[src/rtl/lmr_pkg.sv]
package lmr_pkg;

  // register indices; byte address is four times the index
  localparam logic [7:0] IDX_POWER_POINTER = 8'h4c;
  localparam logic [7:0] IDX_LINE_POWER    = 8'h4d;
  localparam logic [7:0] IDX_LOOP_VOLTAGE  = 8'h4e;
  localparam logic [7:0] IDX_LOOP_CURRENT  = 8'h4f;
  localparam logic [7:0] IDX_TIP_VOLTAGE   = 8'h50;
  localparam logic [7:0] IDX_RING_VOLTAGE  = 8'h51;
  localparam logic [7:0] IDX_BATTERY_A     = 8'h52;
  localparam logic [7:0] IDX_BATTERY_B     = 8'h53;

  localparam int ADDR_W = 10;

  // field positions
  localparam int SIGN_BIT = 6;
  localparam int MAG_MSB  = 5;
  localparam int PTR_MSB  = 2;

  // values after reset
  localparam logic [2:0] RST_POWER_POINTER = 3'h0;
  localparam logic [7:0] RST_CODE          = 8'h00;

  // pointer codes; 3'h6 and 3'h7 select nothing
  localparam logic [2:0] PTR_LAST_VALID = 3'h5;
  localparam int         NUM_TRANSISTOR = 6;

  // cycles an input must hold before it shows in a register
  localparam int SETTLE_CYCLES = 3;

  // code weights, carried for software: one step of each code
  localparam int POWER_STEP_HI_UW   = 30400;
  localparam int POWER_STEP_LO_UW   = 3620;
  localparam int LOOP_V_STEP_MV     = 1500;
  localparam int LOOP_I_STEP_UA     = 1250;
  localparam int GROUND_V_STEP_MV   = 376;

  typedef struct packed {
    logic [NUM_TRANSISTOR-1:0][7:0] line_power_value;
    logic                           loop_voltage_sign;
    logic [5:0]                     loop_voltage_magnitude;
    logic                           loop_current_sign;
    logic [5:0]                     loop_current_magnitude;
    logic [7:0]                     tip_voltage_code;
    logic [7:0]                     ring_voltage_code;
    logic [7:0]                     battery_voltage_code;
  } lmr_meas_t;

endpackage : lmr_pkg

[src/rtl/lmr_word_sync.sv]
`timescale 1ns/100ps
module lmr_word_sync
  import lmr_pkg::*;
#(
  parameter int W = 8
) (
  // clock and reset
  input  wire logic         clk,
  input  wire logic         rst_n,
  // word from another domain, and its settled copy
  input  wire logic [W-1:0] d,
  output logic      [W-1:0] q
);

  logic [W-1:0] stage1;
  logic [W-1:0] stage2;
  logic [W-1:0] stage3;

  // a word is taken only once it reads the same twice, so a half-changed
  // multi-bit sample never reaches software
  always_ff @(posedge clk or negedge rst_n) begin
    if (!rst_n) begin
      stage1 <= '0;
      stage2 <= '0;
      stage3 <= '0;
      q      <= '0;
    end else begin
      stage1 <= d;
      stage2 <= stage1;
      stage3 <= stage2;
      if (stage2 == stage3) begin
        q <= stage2;
      end
    end
  end

endmodule : lmr_word_sync

[src/rtl/lmr_power_sel.sv]
`timescale 1ns/100ps
module lmr_power_sel
  import lmr_pkg::*;
(
  // selection
  input  wire logic [2:0]                     pointer,
  input  wire logic [NUM_TRANSISTOR-1:0][7:0] power,
  // selected code
  output logic      [7:0]                     value
);

  always_comb begin
    unique case (pointer)
      3'h0: value = power[0];
      3'h1: value = power[1];
      3'h2: value = power[2];
      3'h3: value = power[3];
      3'h4: value = power[4];
      3'h5: value = power[5];
      // undefined pointer codes read as zero rather than stale data
      default: value = RST_CODE;
    endcase
  end

endmodule : lmr_power_sel

[src/rtl/lmr_line_monitor.sv]
`timescale 1ns/100ps
// Summary of operation
// - power register reads pointer-selected transistor power
// - transistors 1,2,5,6 code at 30.4 mW
// - transistors 3,4 code at 3.62 mW
// - loop voltage sign in bit 6
// - loop voltage magnitude in bits 5:0
// - loop current direction in bit 6
// - loop current magnitude in bits 5:0
// - tip voltage code, 0.376 V steps
// - ring voltage code, same scale as tip
// - battery voltage readable from two registers
// - pointer codes 0-5 select transistors 1-6
module lmr_line_monitor
  import lmr_pkg::*;
(
  // apb clock and reset
  input  wire logic              pclk,
  input  wire logic              presetn,
  // apb request
  input  wire logic              psel,
  input  wire logic              penable,
  input  wire logic              pwrite,
  input  wire logic [ADDR_W-1:0] paddr,
  input  wire logic [31:0]       pwdata,
  input  wire logic [3:0]        pstrb,
  // apb answer
  output logic      [31:0]       prdata,
  output logic                   pready,
  output logic                   pslverr,
  // measurement front end, not on pclk
  input  wire lmr_meas_t         meas_in
);

  localparam logic [ADDR_W-1:0] A_PTR  = {IDX_POWER_POINTER, 2'b00};
  localparam logic [ADDR_W-1:0] A_PWR  = {IDX_LINE_POWER, 2'b00};
  localparam logic [ADDR_W-1:0] A_LV   = {IDX_LOOP_VOLTAGE, 2'b00};
  localparam logic [ADDR_W-1:0] A_LC   = {IDX_LOOP_CURRENT, 2'b00};
  localparam logic [ADDR_W-1:0] A_TIP  = {IDX_TIP_VOLTAGE, 2'b00};
  localparam logic [ADDR_W-1:0] A_RING = {IDX_RING_VOLTAGE, 2'b00};
  localparam logic [ADDR_W-1:0] A_BATA = {IDX_BATTERY_A, 2'b00};
  localparam logic [ADDR_W-1:0] A_BATB = {IDX_BATTERY_B, 2'b00};

  logic [$bits(lmr_meas_t)-1:0] meas_bits;
  lmr_meas_t                    meas;
  logic [2:0]                   power_pointer;
  logic [7:0]                   line_power_value;

  logic        setup;
  logic        access;
  logic        hit_ptr;
  logic        hit_pwr;
  logic        hit_lv;
  logic        hit_lc;
  logic        hit_tip;
  logic        hit_ring;
  logic        hit_bata;
  logic        hit_batb;
  logic        hit_ro;
  logic        hit_any;
  logic        ptr_write;
  logic [31:0] rd_word;

  // front end words cross into pclk before anything reads them
  lmr_word_sync #(
    .W ($bits(lmr_meas_t))
  ) u_sync (
    .clk   (pclk),
    .rst_n (presetn),
    .d     (meas_in),
    .q     (meas_bits)
  );

  assign meas = meas_bits;

  lmr_power_sel u_power_sel (
    .pointer (power_pointer),
    .power   (meas.line_power_value),
    .value   (line_power_value)
  );

  // decode
  assign setup    = psel & ~penable;
  assign access   = psel & penable;
  assign hit_ptr  = (paddr == A_PTR);
  assign hit_pwr  = (paddr == A_PWR);
  assign hit_lv   = (paddr == A_LV);
  assign hit_lc   = (paddr == A_LC);
  assign hit_tip  = (paddr == A_TIP);
  assign hit_ring = (paddr == A_RING);
  assign hit_bata = (paddr == A_BATA);
  assign hit_batb = (paddr == A_BATB);
  assign hit_ro   = hit_pwr | hit_lv | hit_lc | hit_tip | hit_ring | hit_bata | hit_batb;
  assign hit_any  = hit_ro | hit_ptr;

  // only the pointer takes writes; writes to monitors fall on the floor
  assign ptr_write = access & pwrite & hit_ptr & pstrb[0];

  // read selection; bit 7 of the loop registers is reserved and reads zero
  assign rd_word =
    hit_ptr  ? {29'h0, power_pointer} :
    hit_pwr  ? {24'h0, line_power_value} :
    hit_lv   ? {24'h0, 1'b0, meas.loop_voltage_sign,
                meas.loop_voltage_magnitude} :
    hit_lc   ? {24'h0, 1'b0, meas.loop_current_sign,
                meas.loop_current_magnitude} :
    hit_tip  ? {24'h0, meas.tip_voltage_code} :
    hit_ring ? {24'h0, meas.ring_voltage_code} :
    hit_bata ? {24'h0, meas.battery_voltage_code} :
    hit_batb ? {24'h0, meas.battery_voltage_code} :
    32'h0;

  // zero wait states: data is latched in setup, shown through access
  assign pready  = access;
  assign pslverr = access & ~hit_any;

  always_ff @(posedge pclk or negedge presetn) begin
    if (!presetn) begin
      power_pointer <= RST_POWER_POINTER;
    end else if (ptr_write) begin
      power_pointer <= pwdata[PTR_MSB:0];
    end
  end

  // a read snapshots the measurement once, so it cannot tear mid-access
  always_ff @(posedge pclk or negedge presetn) begin
    if (!presetn) begin
      prdata <= 32'h0;
    end else if (setup & ~pwrite) begin
      prdata <= rd_word;
    end
  end

  // ---- checks ----

  logic                         rd_setup;
  logic [$bits(lmr_meas_t)-1:0] in_s1;
  logic [$bits(lmr_meas_t)-1:0] in_s2;
  logic [$bits(lmr_meas_t)-1:0] last_in;
  logic [2:0]                   hold_cnt;

  assign rd_setup = setup & ~pwrite;

  // counts how long the front end word has held still; the word is
  // re-timed through two flops first, as it is not on pclk
  always_ff @(posedge pclk or negedge presetn) begin
    if (!presetn) begin
      in_s1    <= '0;
      in_s2    <= '0;
      last_in  <= '0;
      hold_cnt <= 3'h0;
    end else begin
      in_s1   <= meas_in;
      in_s2   <= in_s1;
      last_in <= in_s2;
      if (in_s2 != last_in) begin
        hold_cnt <= 3'h0;
      end else if (hold_cnt != 3'h7) begin
        hold_cnt <= hold_cnt + 3'h1;
      end
    end
  end

  property p_power_follows_pointer;
    @(posedge pclk) disable iff (!presetn)
      rd_setup && hit_pwr && (power_pointer <= PTR_LAST_VALID)
      |=> prdata[7:0] == $past(meas.line_power_value[power_pointer]);
  endproperty
  a_power_follows_pointer: assert property (p_power_follows_pointer)
    else $error("power read does not match selected transistor");

  property p_power_high_range;
    @(posedge pclk) disable iff (!presetn)
      rd_setup && hit_pwr &&
      (power_pointer inside {3'h0, 3'h1, 3'h4, 3'h5})
      |=> prdata == {24'h0, $past(meas.line_power_value[power_pointer])};
  endproperty
  a_power_high_range: assert property (p_power_high_range)
    else $error("power read wrong for high range transistor");

  property p_power_low_range;
    @(posedge pclk) disable iff (!presetn)
      rd_setup && hit_pwr && (power_pointer inside {3'h2, 3'h3})
      |=> prdata == {24'h0, $past(meas.line_power_value[power_pointer])};
  endproperty
  a_power_low_range: assert property (p_power_low_range)
    else $error("power read wrong for low range transistor");

  property p_loop_voltage_sign;
    @(posedge pclk) disable iff (!presetn)
      rd_setup && hit_lv
      |=> (prdata[SIGN_BIT] == $past(meas.loop_voltage_sign))
          && (prdata[31:7] == 25'h0);
  endproperty
  a_loop_voltage_sign: assert property (p_loop_voltage_sign)
    else $error("loop voltage sign bit wrong");

  property p_loop_voltage_mag;
    @(posedge pclk) disable iff (!presetn)
      rd_setup && hit_lv
      |=> prdata[MAG_MSB:0] == $past(meas.loop_voltage_magnitude);
  endproperty
  a_loop_voltage_mag: assert property (p_loop_voltage_mag)
    else $error("loop voltage magnitude wrong");

  property p_loop_current_sign;
    @(posedge pclk) disable iff (!presetn)
      rd_setup && hit_lc
      |=> (prdata[SIGN_BIT] == $past(meas.loop_current_sign))
          && (prdata[31:7] == 25'h0);
  endproperty
  a_loop_current_sign: assert property (p_loop_current_sign)
    else $error("loop current direction bit wrong");

  property p_loop_current_mag;
    @(posedge pclk) disable iff (!presetn)
      rd_setup && hit_lc
      |=> prdata[MAG_MSB:0] == $past(meas.loop_current_magnitude);
  endproperty
  a_loop_current_mag: assert property (p_loop_current_mag)
    else $error("loop current magnitude wrong");

  property p_tip_code;
    @(posedge pclk) disable iff (!presetn)
      rd_setup && hit_tip
      |=> prdata == {24'h0, $past(meas.tip_voltage_code)};
  endproperty
  a_tip_code: assert property (p_tip_code)
    else $error("tip voltage read wrong");

  property p_ring_code;
    @(posedge pclk) disable iff (!presetn)
      rd_setup && hit_ring
      |=> prdata == {24'h0, $past(meas.ring_voltage_code)};
  endproperty
  a_ring_code: assert property (p_ring_code)
    else $error("ring voltage read wrong");

  property p_battery_mirror;
    @(posedge pclk) disable iff (!presetn)
      rd_setup && (hit_bata || hit_batb)
      |=> prdata == {24'h0, $past(meas.battery_voltage_code)};
  endproperty
  a_battery_mirror: assert property (p_battery_mirror)
    else $error("battery voltage read wrong");

  property p_pointer_write;
    @(posedge pclk) disable iff (!presetn)
      access && pwrite && hit_ptr && pstrb[0]
      |=> power_pointer == $past(pwdata[PTR_MSB:0]);
  endproperty
  a_pointer_write: assert property (p_pointer_write)
    else $error("pointer write not taken");

  property p_monitor_write_ignored;
    @(posedge pclk) disable iff (!presetn)
      access && pwrite && hit_ro
      |-> !pslverr && pready ##1 $stable(power_pointer) && $stable(prdata);
  endproperty
  a_monitor_write_ignored: assert property (p_monitor_write_ignored)
    else $error("write to monitor register had an effect");

  property p_values_track;
    @(posedge pclk) disable iff (!presetn)
      hold_cnt >= SETTLE_CYCLES |-> meas_bits == last_in;
  endproperty
  a_values_track: assert property (p_values_track)
    else $error("monitor value failed to follow the front end");

  property p_unmapped_error;
    @(posedge pclk) disable iff (!presetn)
      rd_setup && !hit_any |=> prdata == 32'h0 && pslverr && pready;
  endproperty
  a_unmapped_error: assert property (p_unmapped_error)
    else $error("unmapped read not answered with zero and error");

  property p_pointer_strobe_masked;
    @(posedge pclk) disable iff (!presetn)
      access && pwrite && hit_ptr && !pstrb[0]
      |=> $stable(power_pointer);
  endproperty
  a_pointer_strobe_masked: assert property (p_pointer_strobe_masked)
    else $error("pointer changed by a write without its byte strobe");

  property p_power_undefined_zero;
    @(posedge pclk) disable iff (!presetn)
      rd_setup && hit_pwr && (power_pointer > PTR_LAST_VALID)
      |=> prdata == 32'h0;
  endproperty
  a_power_undefined_zero: assert property (p_power_undefined_zero)
    else $error("power read with undefined pointer not zero");

  property p_pointer_readback;
    @(posedge pclk) disable iff (!presetn)
      rd_setup && hit_ptr
      |=> prdata == {29'h0, $past(power_pointer)};
  endproperty
  a_pointer_readback: assert property (p_pointer_readback)
    else $error("pointer read back wrong");

  property p_read_data_holds;
    @(posedge pclk) disable iff (!presetn)
      !rd_setup
      |=> $stable(prdata);
  endproperty
  a_read_data_holds: assert property (p_read_data_holds)
    else $error("read data changed outside a read setup");

  property p_monitor_upper_zero;
    @(posedge pclk) disable iff (!presetn)
      rd_setup && hit_ro
      |=> prdata[31:8] == 24'h0;
  endproperty
  a_monitor_upper_zero: assert property (p_monitor_upper_zero)
    else $error("monitor read has upper bits set");

  property p_pointer_no_error;
    @(posedge pclk) disable iff (!presetn)
      access && hit_ptr
      |-> pready && !pslverr;
  endproperty
  a_pointer_no_error: assert property (p_pointer_no_error)
    else $error("pointer access answered with error");

  property p_monitor_changes_settled;
    @(posedge pclk) disable iff (!presetn)
      !$stable(meas_bits)
      |-> meas_bits == last_in;
  endproperty
  a_monitor_changes_settled: assert property (p_monitor_changes_settled)
    else $error("monitor took a word that had not settled");

  property p_zero_wait;
    @(posedge pclk) disable iff (!presetn)
      setup
      |=> pready;
  endproperty
  a_zero_wait: assert property (p_zero_wait)
    else $error("access phase not answered at once");

endmodule : lmr_line_monitor

[config.mk]
export PLATFORM = sky130hd
export DESIGN_NAME = lmr_line_monitor
export DESIGN_NICKNAME = d
export VERILOG_FILES = /design/src/rtl/lmr_pkg.sv /design/src/rtl/lmr_word_sync.sv /design/src/rtl/lmr_power_sel.sv /design/src/rtl/lmr_line_monitor.sv
export SDC_FILE = /design/constraint.sdc
export NUM_CORES = 1
export LEC_CHECK = 0
export ABC_CLOCK_PERIOD_IN_PS = 6200
export BUFFER_PORTS_ARGS = -buffer_cell sky130_fd_sc_hd__clkbuf_2
export CAP_MARGIN = 40
export CELL_PAD_IN_SITES_DETAIL_PLACEMENT = 1
export CELL_PAD_IN_SITES_GLOBAL_PLACEMENT = 1
export CORE_AREA = 3 3 159 161
export DETAILED_ROUTE_END_ITERATION = 16
export DIE_AREA = 0 0 162 164
export GPL_ROUTABILITY_DRIVEN = 0
export PLACE_DENSITY_LB_ADDON = 0.1
export SYNTH_ARGS = -nofsm -noshare
export SYNTH_HDL_FRONTEND = slang
export SYNTH_SLANG_ARGS = --single-unit
[constraint.sdc]
create_clock -name pclk -period 6.2 [get_ports pclk]
set_input_delay 1.24 -clock pclk [delete_from_list [all_inputs] [get_ports pclk]]
set_output_delay 1.24 -clock pclk [all_outputs]
set_load 0.03 [all_outputs]
Word level (Yosys, flattened, before mapping)
Cells that the tools add are included.
Cells by class
  add/sub/neg operators: 0
  $mul: 0
  div/mod/pow operators: 0
  $lt $le $gt $ge: 0
  eq/ne operators: 14
  shift operators: 0
  muxes and demuxes: 9
  bitwise operators: 17
  reduce and logical (&&, ||, !) cells: 1
Operators with widths (number)
  86-bit == test: 1
  10-bit by 9-bit == test with 1-bit output, second input constant: 8
  8-bit 2-to-1 mux: 8
  8-bit one-hot mux with 6 select lines: 1
  1-bit bitwise AND: 7
  1-bit OR: 7
  3-bit by 2-bit == test with 1-bit output, second input constant: 2
  3-bit == test, second input constant: 2
  3-bit by 1-bit == test with 1-bit output, second input constant: 1
  3-bit logical NOT: 1
  1-bit inverter: 3
Word-level totals
  register bits after elaboration: 379
  bits in latches: 0
  bits in writable memories: 0
  ROM bits: 0
  bits of input ports: 137
  word-level logic and storage cells: 47
  memories: 0

Logic depth before layout (Yosys ltp)
  word-level depth: 10
  gate-level depth with buffers: 8
  mapped depth without buffers: 6

Hierarchy
A second synthesis with hierarchy kept.
Second synthesis, totals
  cell total of the unflattened synthesis: 766
  area, all modules: 12483.2 um2
Modules (own cells, without submodules)
  lmr_word_sync: times used 1, cells each 556, area each 10730.3 um2, seq. area each 8608.3 um2
  lmr_line_monitor: times used 1, cells each 156, area each 1292.5 um2, seq. area each 275.3 um2
  lmr_power_sel: times used 1, cells each 54, area each 460.4 um2, seq. area each 0.0 um2

Worst setup path before layout
Ideal clock, no wire load.
  path type: in2out
  start: input paddr[9]
  end: output pslverr
  arrival: 2.484 ns
  slack: 2.476 ns
  stages: 5
  buffers on the path: 1
  path through: or3b_4 -> nor3_4 -> buf_2 -> o21ai_0 -> and2_1
On the way
  longest elaborated chain between the ends: 10
  elaborated cells on any way between the ends: 17
Ends and longest elaborated chain
  start, declared: line lmr_line_monitor.sv:24  | input wire logic [ADDR_W-1:0] paddr,
  10-bit by 9-bit == test with 1-bit output (on tied branches): line lmr_line_monitor.sv:86, lmr_line_monitor.sv:87
  1-bit OR (6 in a row): line lmr_line_monitor.sv:93  | assign hit_ro = hit_pwr | hit_lv | hit_lc | hit_tip | hit_ring | hit_bata | hit_batb;
  1-bit OR *: line lmr_line_monitor.sv:94  | assign hit_any = hit_ro | hit_ptr;
  1-bit inverter *: line lmr_line_monitor.sv:115  | assign pslverr = access & ~hit_any;
  1-bit bitwise AND *: line lmr_line_monitor.sv:115
  end, declared: line lmr_line_monitor.sv:30  | output logic pslverr,
Every way passes the cells marked *; elsewhere a longest branch is shown, timed or not.

Worst setup path in the final report
Same ends and word-level chain as after synthesis.

==> impl_metrics.py <==
metrics = {
    "power_and_ir_drop": {
        "static-leakage-power_nw": 6.89,
        "post-layout-total-power_mw": 4.80,
        "vdd.ir_drop.worst_v": 0.000297,
        "power_density_mw_per_mm2": 334,
    },
    "drt": {
        "detail_route.drc_violations": 0,
        "wirelength_um": 25900,
        "wl_per_cell_um": 20.8,
        "vias_per_cell": 5.08,
        "drt_iter0_drc": 382,
        "drt_pre_antenna_iters": 7,
        "count_of_antenna_violating_nets_left_after_detailed_routing": 0,
        "dr_total_vias": 6320,
    },
    "sta": {
        "fin_worst_hold_slack_ps": 343,
        "hold_viol": 0,
        "worst_clock_skew_ps": 15.3,
        "worstMarginPinSlew_ps": 909,
        "totalNegativeSetupSlack_ps": 0,
        "achievable-frequency_ghz": 0.244,
        "final.min_clock_period_ps": 4100,
        "fin_crit_sh_pct": 66.1,
        "postLayoutSetupSlackWorst_ps": 2100,
        "grt_setup_unrepaired": "false",
        "report.final.slew_viol_count": 0,
        "timing.final.setup_violations": 0,
        "maxSlewHeadroom_pct": 39.4,
    },
    "hold_path": {
        "holdCritPathClass": "flop to flop",
        "hold_path_depth": 0,
        "whs_endpoint": "u_sync.stage2[74]",
        "hold_path_startpoint": "u_sync.stage1[74]",
    },
    "place": {
        "place_hpwl_um": 17800,
        "dp_slack_ps": 2100,
        "dp_cell_count": 1177,
        "postPlaceCellArea_mm2": 0.0131,
        "portBuffers": 114,
    },
    "floorplan": {
        "core_mm2": 0.0241,
        "die_area_mm2": 0.0266,
        "die_h_um": 164,
        "die_width_um": 162,
        "std_cell_rows": 57,
        "pin_count": 171,
        "floorplan.initialDensity_pct": 50.8,
    },
    "cells_and_area": {
        "multi_input_area_mm2": 0.00314,
        "final_cell_count_without_fillers": 1244,
        "antenna-diode-count": 0,
        "final_core_util_pct": 59.6,
        "synthToLayoutAreaGrowth_pct": 17.2,
        "cell_area_after_layout_mm2": 0.0144,
        "area.sequential_mm2": 0.00888,
        "layout-drive-gt1-share_pct": 30.9,
        "layout.nets": 1029,
        "nFillCells": 2287,
    },
    "setup_path": {
        "r2r_cells": 7,
        "cp_common_cell": "sky130_fd_sc_hd__clkbuf_2",
        "crit_path_top_delay_cell": "sky130_fd_sc_hd__nor3_4",
        "r2r_start": "u_sync.stage2[70]",
        "worst_setup_path_end_kind": "output pin",
        "cp_cell_sequence": "clkbuf_2 -> or3b_4 -> nor3_4 -> o21ai_0 -> and2_1 -> clkbuf_2",
        "crit_arrival_ps": 2860,
        "worst-path-max-fanout": 17,
        "required_time_worst_endpoint_ps": 4960,
        "reg2reg_to": "u_sync.q[81]",
        "crit_type": "input port to output pin",
        "startpoint_type": "input port",
        "max_stage_delay_ps": 580,
        "r2r_setup_slack_ps": 2990,
    },
    "clock_tree": {
        "cts_made_buffers": 37,
        "cts.sinks": 355,
        "path_clk_slew_ps": 60,
        "clk-insertion-delay-late_ps": 510,
        "cts_root_buf": "sky130_fd_sc_hd__clkbuf_16",
        "cts.hold.buffers_added": 0,
        "cts-root-to-sink-buffers": 3,
        "number_of_gates_resized_after_cts": 0,
        "cts_tree": "built",
        "post-cts-setup-buffer-count": 0,
        "cts_htree_levels": 2,
    },
    "yosys": {
        "postSynthCellCount": 754,
        "yosys.area.top_type": "sky130_fd_sc_hd__dfrtp_1",
        "synth.most_common_cell": "sky130_fd_sc_hd__dfrtp_1",
        "synth.area.mux_share_pct": 11.7,
        "synth-compound-area-share_pct": 3.25,
        "post_synth_edffs": 0,
        "postSynthRegisterBits": 355,
        "ys_top_cells_by_count": "sky130_fd_sc_hd__dfrtp_1, sky130_fd_sc_hd__xor2_1, sky130_fd_sc_hd__mux2_2, sky130_fd_sc_hd__mux2_4, sky130_fd_sc_hd__nand2_1",
        "synthSimpleGateAreaFrac_pct": 3.83,
        "synthXorXnorAreaFrac_pct": 6.01,
        "synth_top_area_share_pct": 72.5,
        "main_combinational_cell_family_by_area_after_synthesis": "multiplexers",
        "synth_flop_cell": "sky130_fd_sc_hd__dfrtp_1",
        "yosysUniqueCellTypes": 44,
        "synth.yosys.seq_area_share_pct": 72.5,
        "syn_area_mm2": 0.0122,
        "synth_top_cells_by_area": "sky130_fd_sc_hd__dfrtp_1, sky130_fd_sc_hd__xor2_1, sky130_fd_sc_hd__mux2_4",
        "async_reset_ff_share_pct": 100,
        "yosys_warnings": 0,
        "post_synth.cell_area_avg_um2": 16.2,
        "synth-adder-area-share_pct": 0,
    },
    "global_routing": {
        "vias_in_the_first_global_route": 7261,
        "grt_start_max_net_pins": 158,
        "antenna_found_initial": 0,
        "grt_remaining_overflow": 0,
        "groute.usage.overall_pct": 20.4,
        "wire_length_of_the_first_global_routing_pass_um": 41600,
    },
    "run": {
        "cap_violations": 0,
    },
    "run_status": {
        "status": "finished clean",
    },
}
[cell type report]
type	instances	area share, %
Sequential cell	355	61.9
Multi-Input combinational cell	369	21.9
Clock buffer	54	7.82
Timing Repair Buffer	122	4.69
Tap cell	324	2.82
Clock inverter	13	0.732
Inverter	7	0.183
[flip-flops by register name, indices dropped and copies added, names as in the netlist]
signal,cells
u_sync.q,86
u_sync.stage1,86
u_sync.stage2,86
u_sync.stage3,86
prdata,8
power_pointer,3
[per-layer routing]
layer	global-route usage, %	share of wire [%]
met5	0	0
met4	5.93	2.2
met3	3.43	4.6
met2	34.9	51
met1	27.1	42
[kinds of logic (layout without fill, tap and decap cells)]
logic type,Yosys count,count (layout)
AOI/OAI and AO/OA,60,60
xor gates and xnor gates,84,84
buffers and inverters,53,196
DFF,355,355
muxes,112,112
other,1,24
and+or+nand+nor,89,89
[how the worst max path moves through the flow]
stage | startpoint | endpoint | slack (ps) | depth (start not counted)
after floorplan | paddr[9] | pslverr | 2480 | 5
after global placement | paddr[9] | pslverr | 2130 | 6
after detailed placement | paddr[9] | pslverr | 2100 | 6
after CTS | paddr[9] | pslverr | 2080 | 6
after global routing | paddr[9] | pslverr | 2020 | 6
final | paddr[9] | pslverr | 2100 | 6
[report_power, final]
part           switching [mW]  internal [mW]
Clock                   0.863           1.30
Combinational           0.113         0.0602
Sequential             0.0580           2.40
Total                    1.03           3.77
[cells in the final DEF, fill, tap and decap left out, drive strengths merged, types with 3 or more instances in the layout]
cell type	count
inv	8
conb	24
o211ai	4
a221oi	4
buf	9
mux2i	18
o21ai	16
clkinvlp	3
o22ai	3
o2bb2ai	3
nor4	20
nand2	31
dfrtp	355
clkinv	8
nand4	8
nand3	3
nor2	17
o31ai	4
mux4	4
mux2	90
xnor2	14
a21oi	14
xor2	70
clkbuf	167
[worst max-delay path: cells and delay by family]
| kind | cells | cell delay [ps] |
|---|---|---|
| buffers and inverters | 2 | 260 |
| and+or+nand+nor | 3 | 1180 |
| AOI/OAI and AO/OA | 1 | 180 |
(Power assumes the default switching activity.)
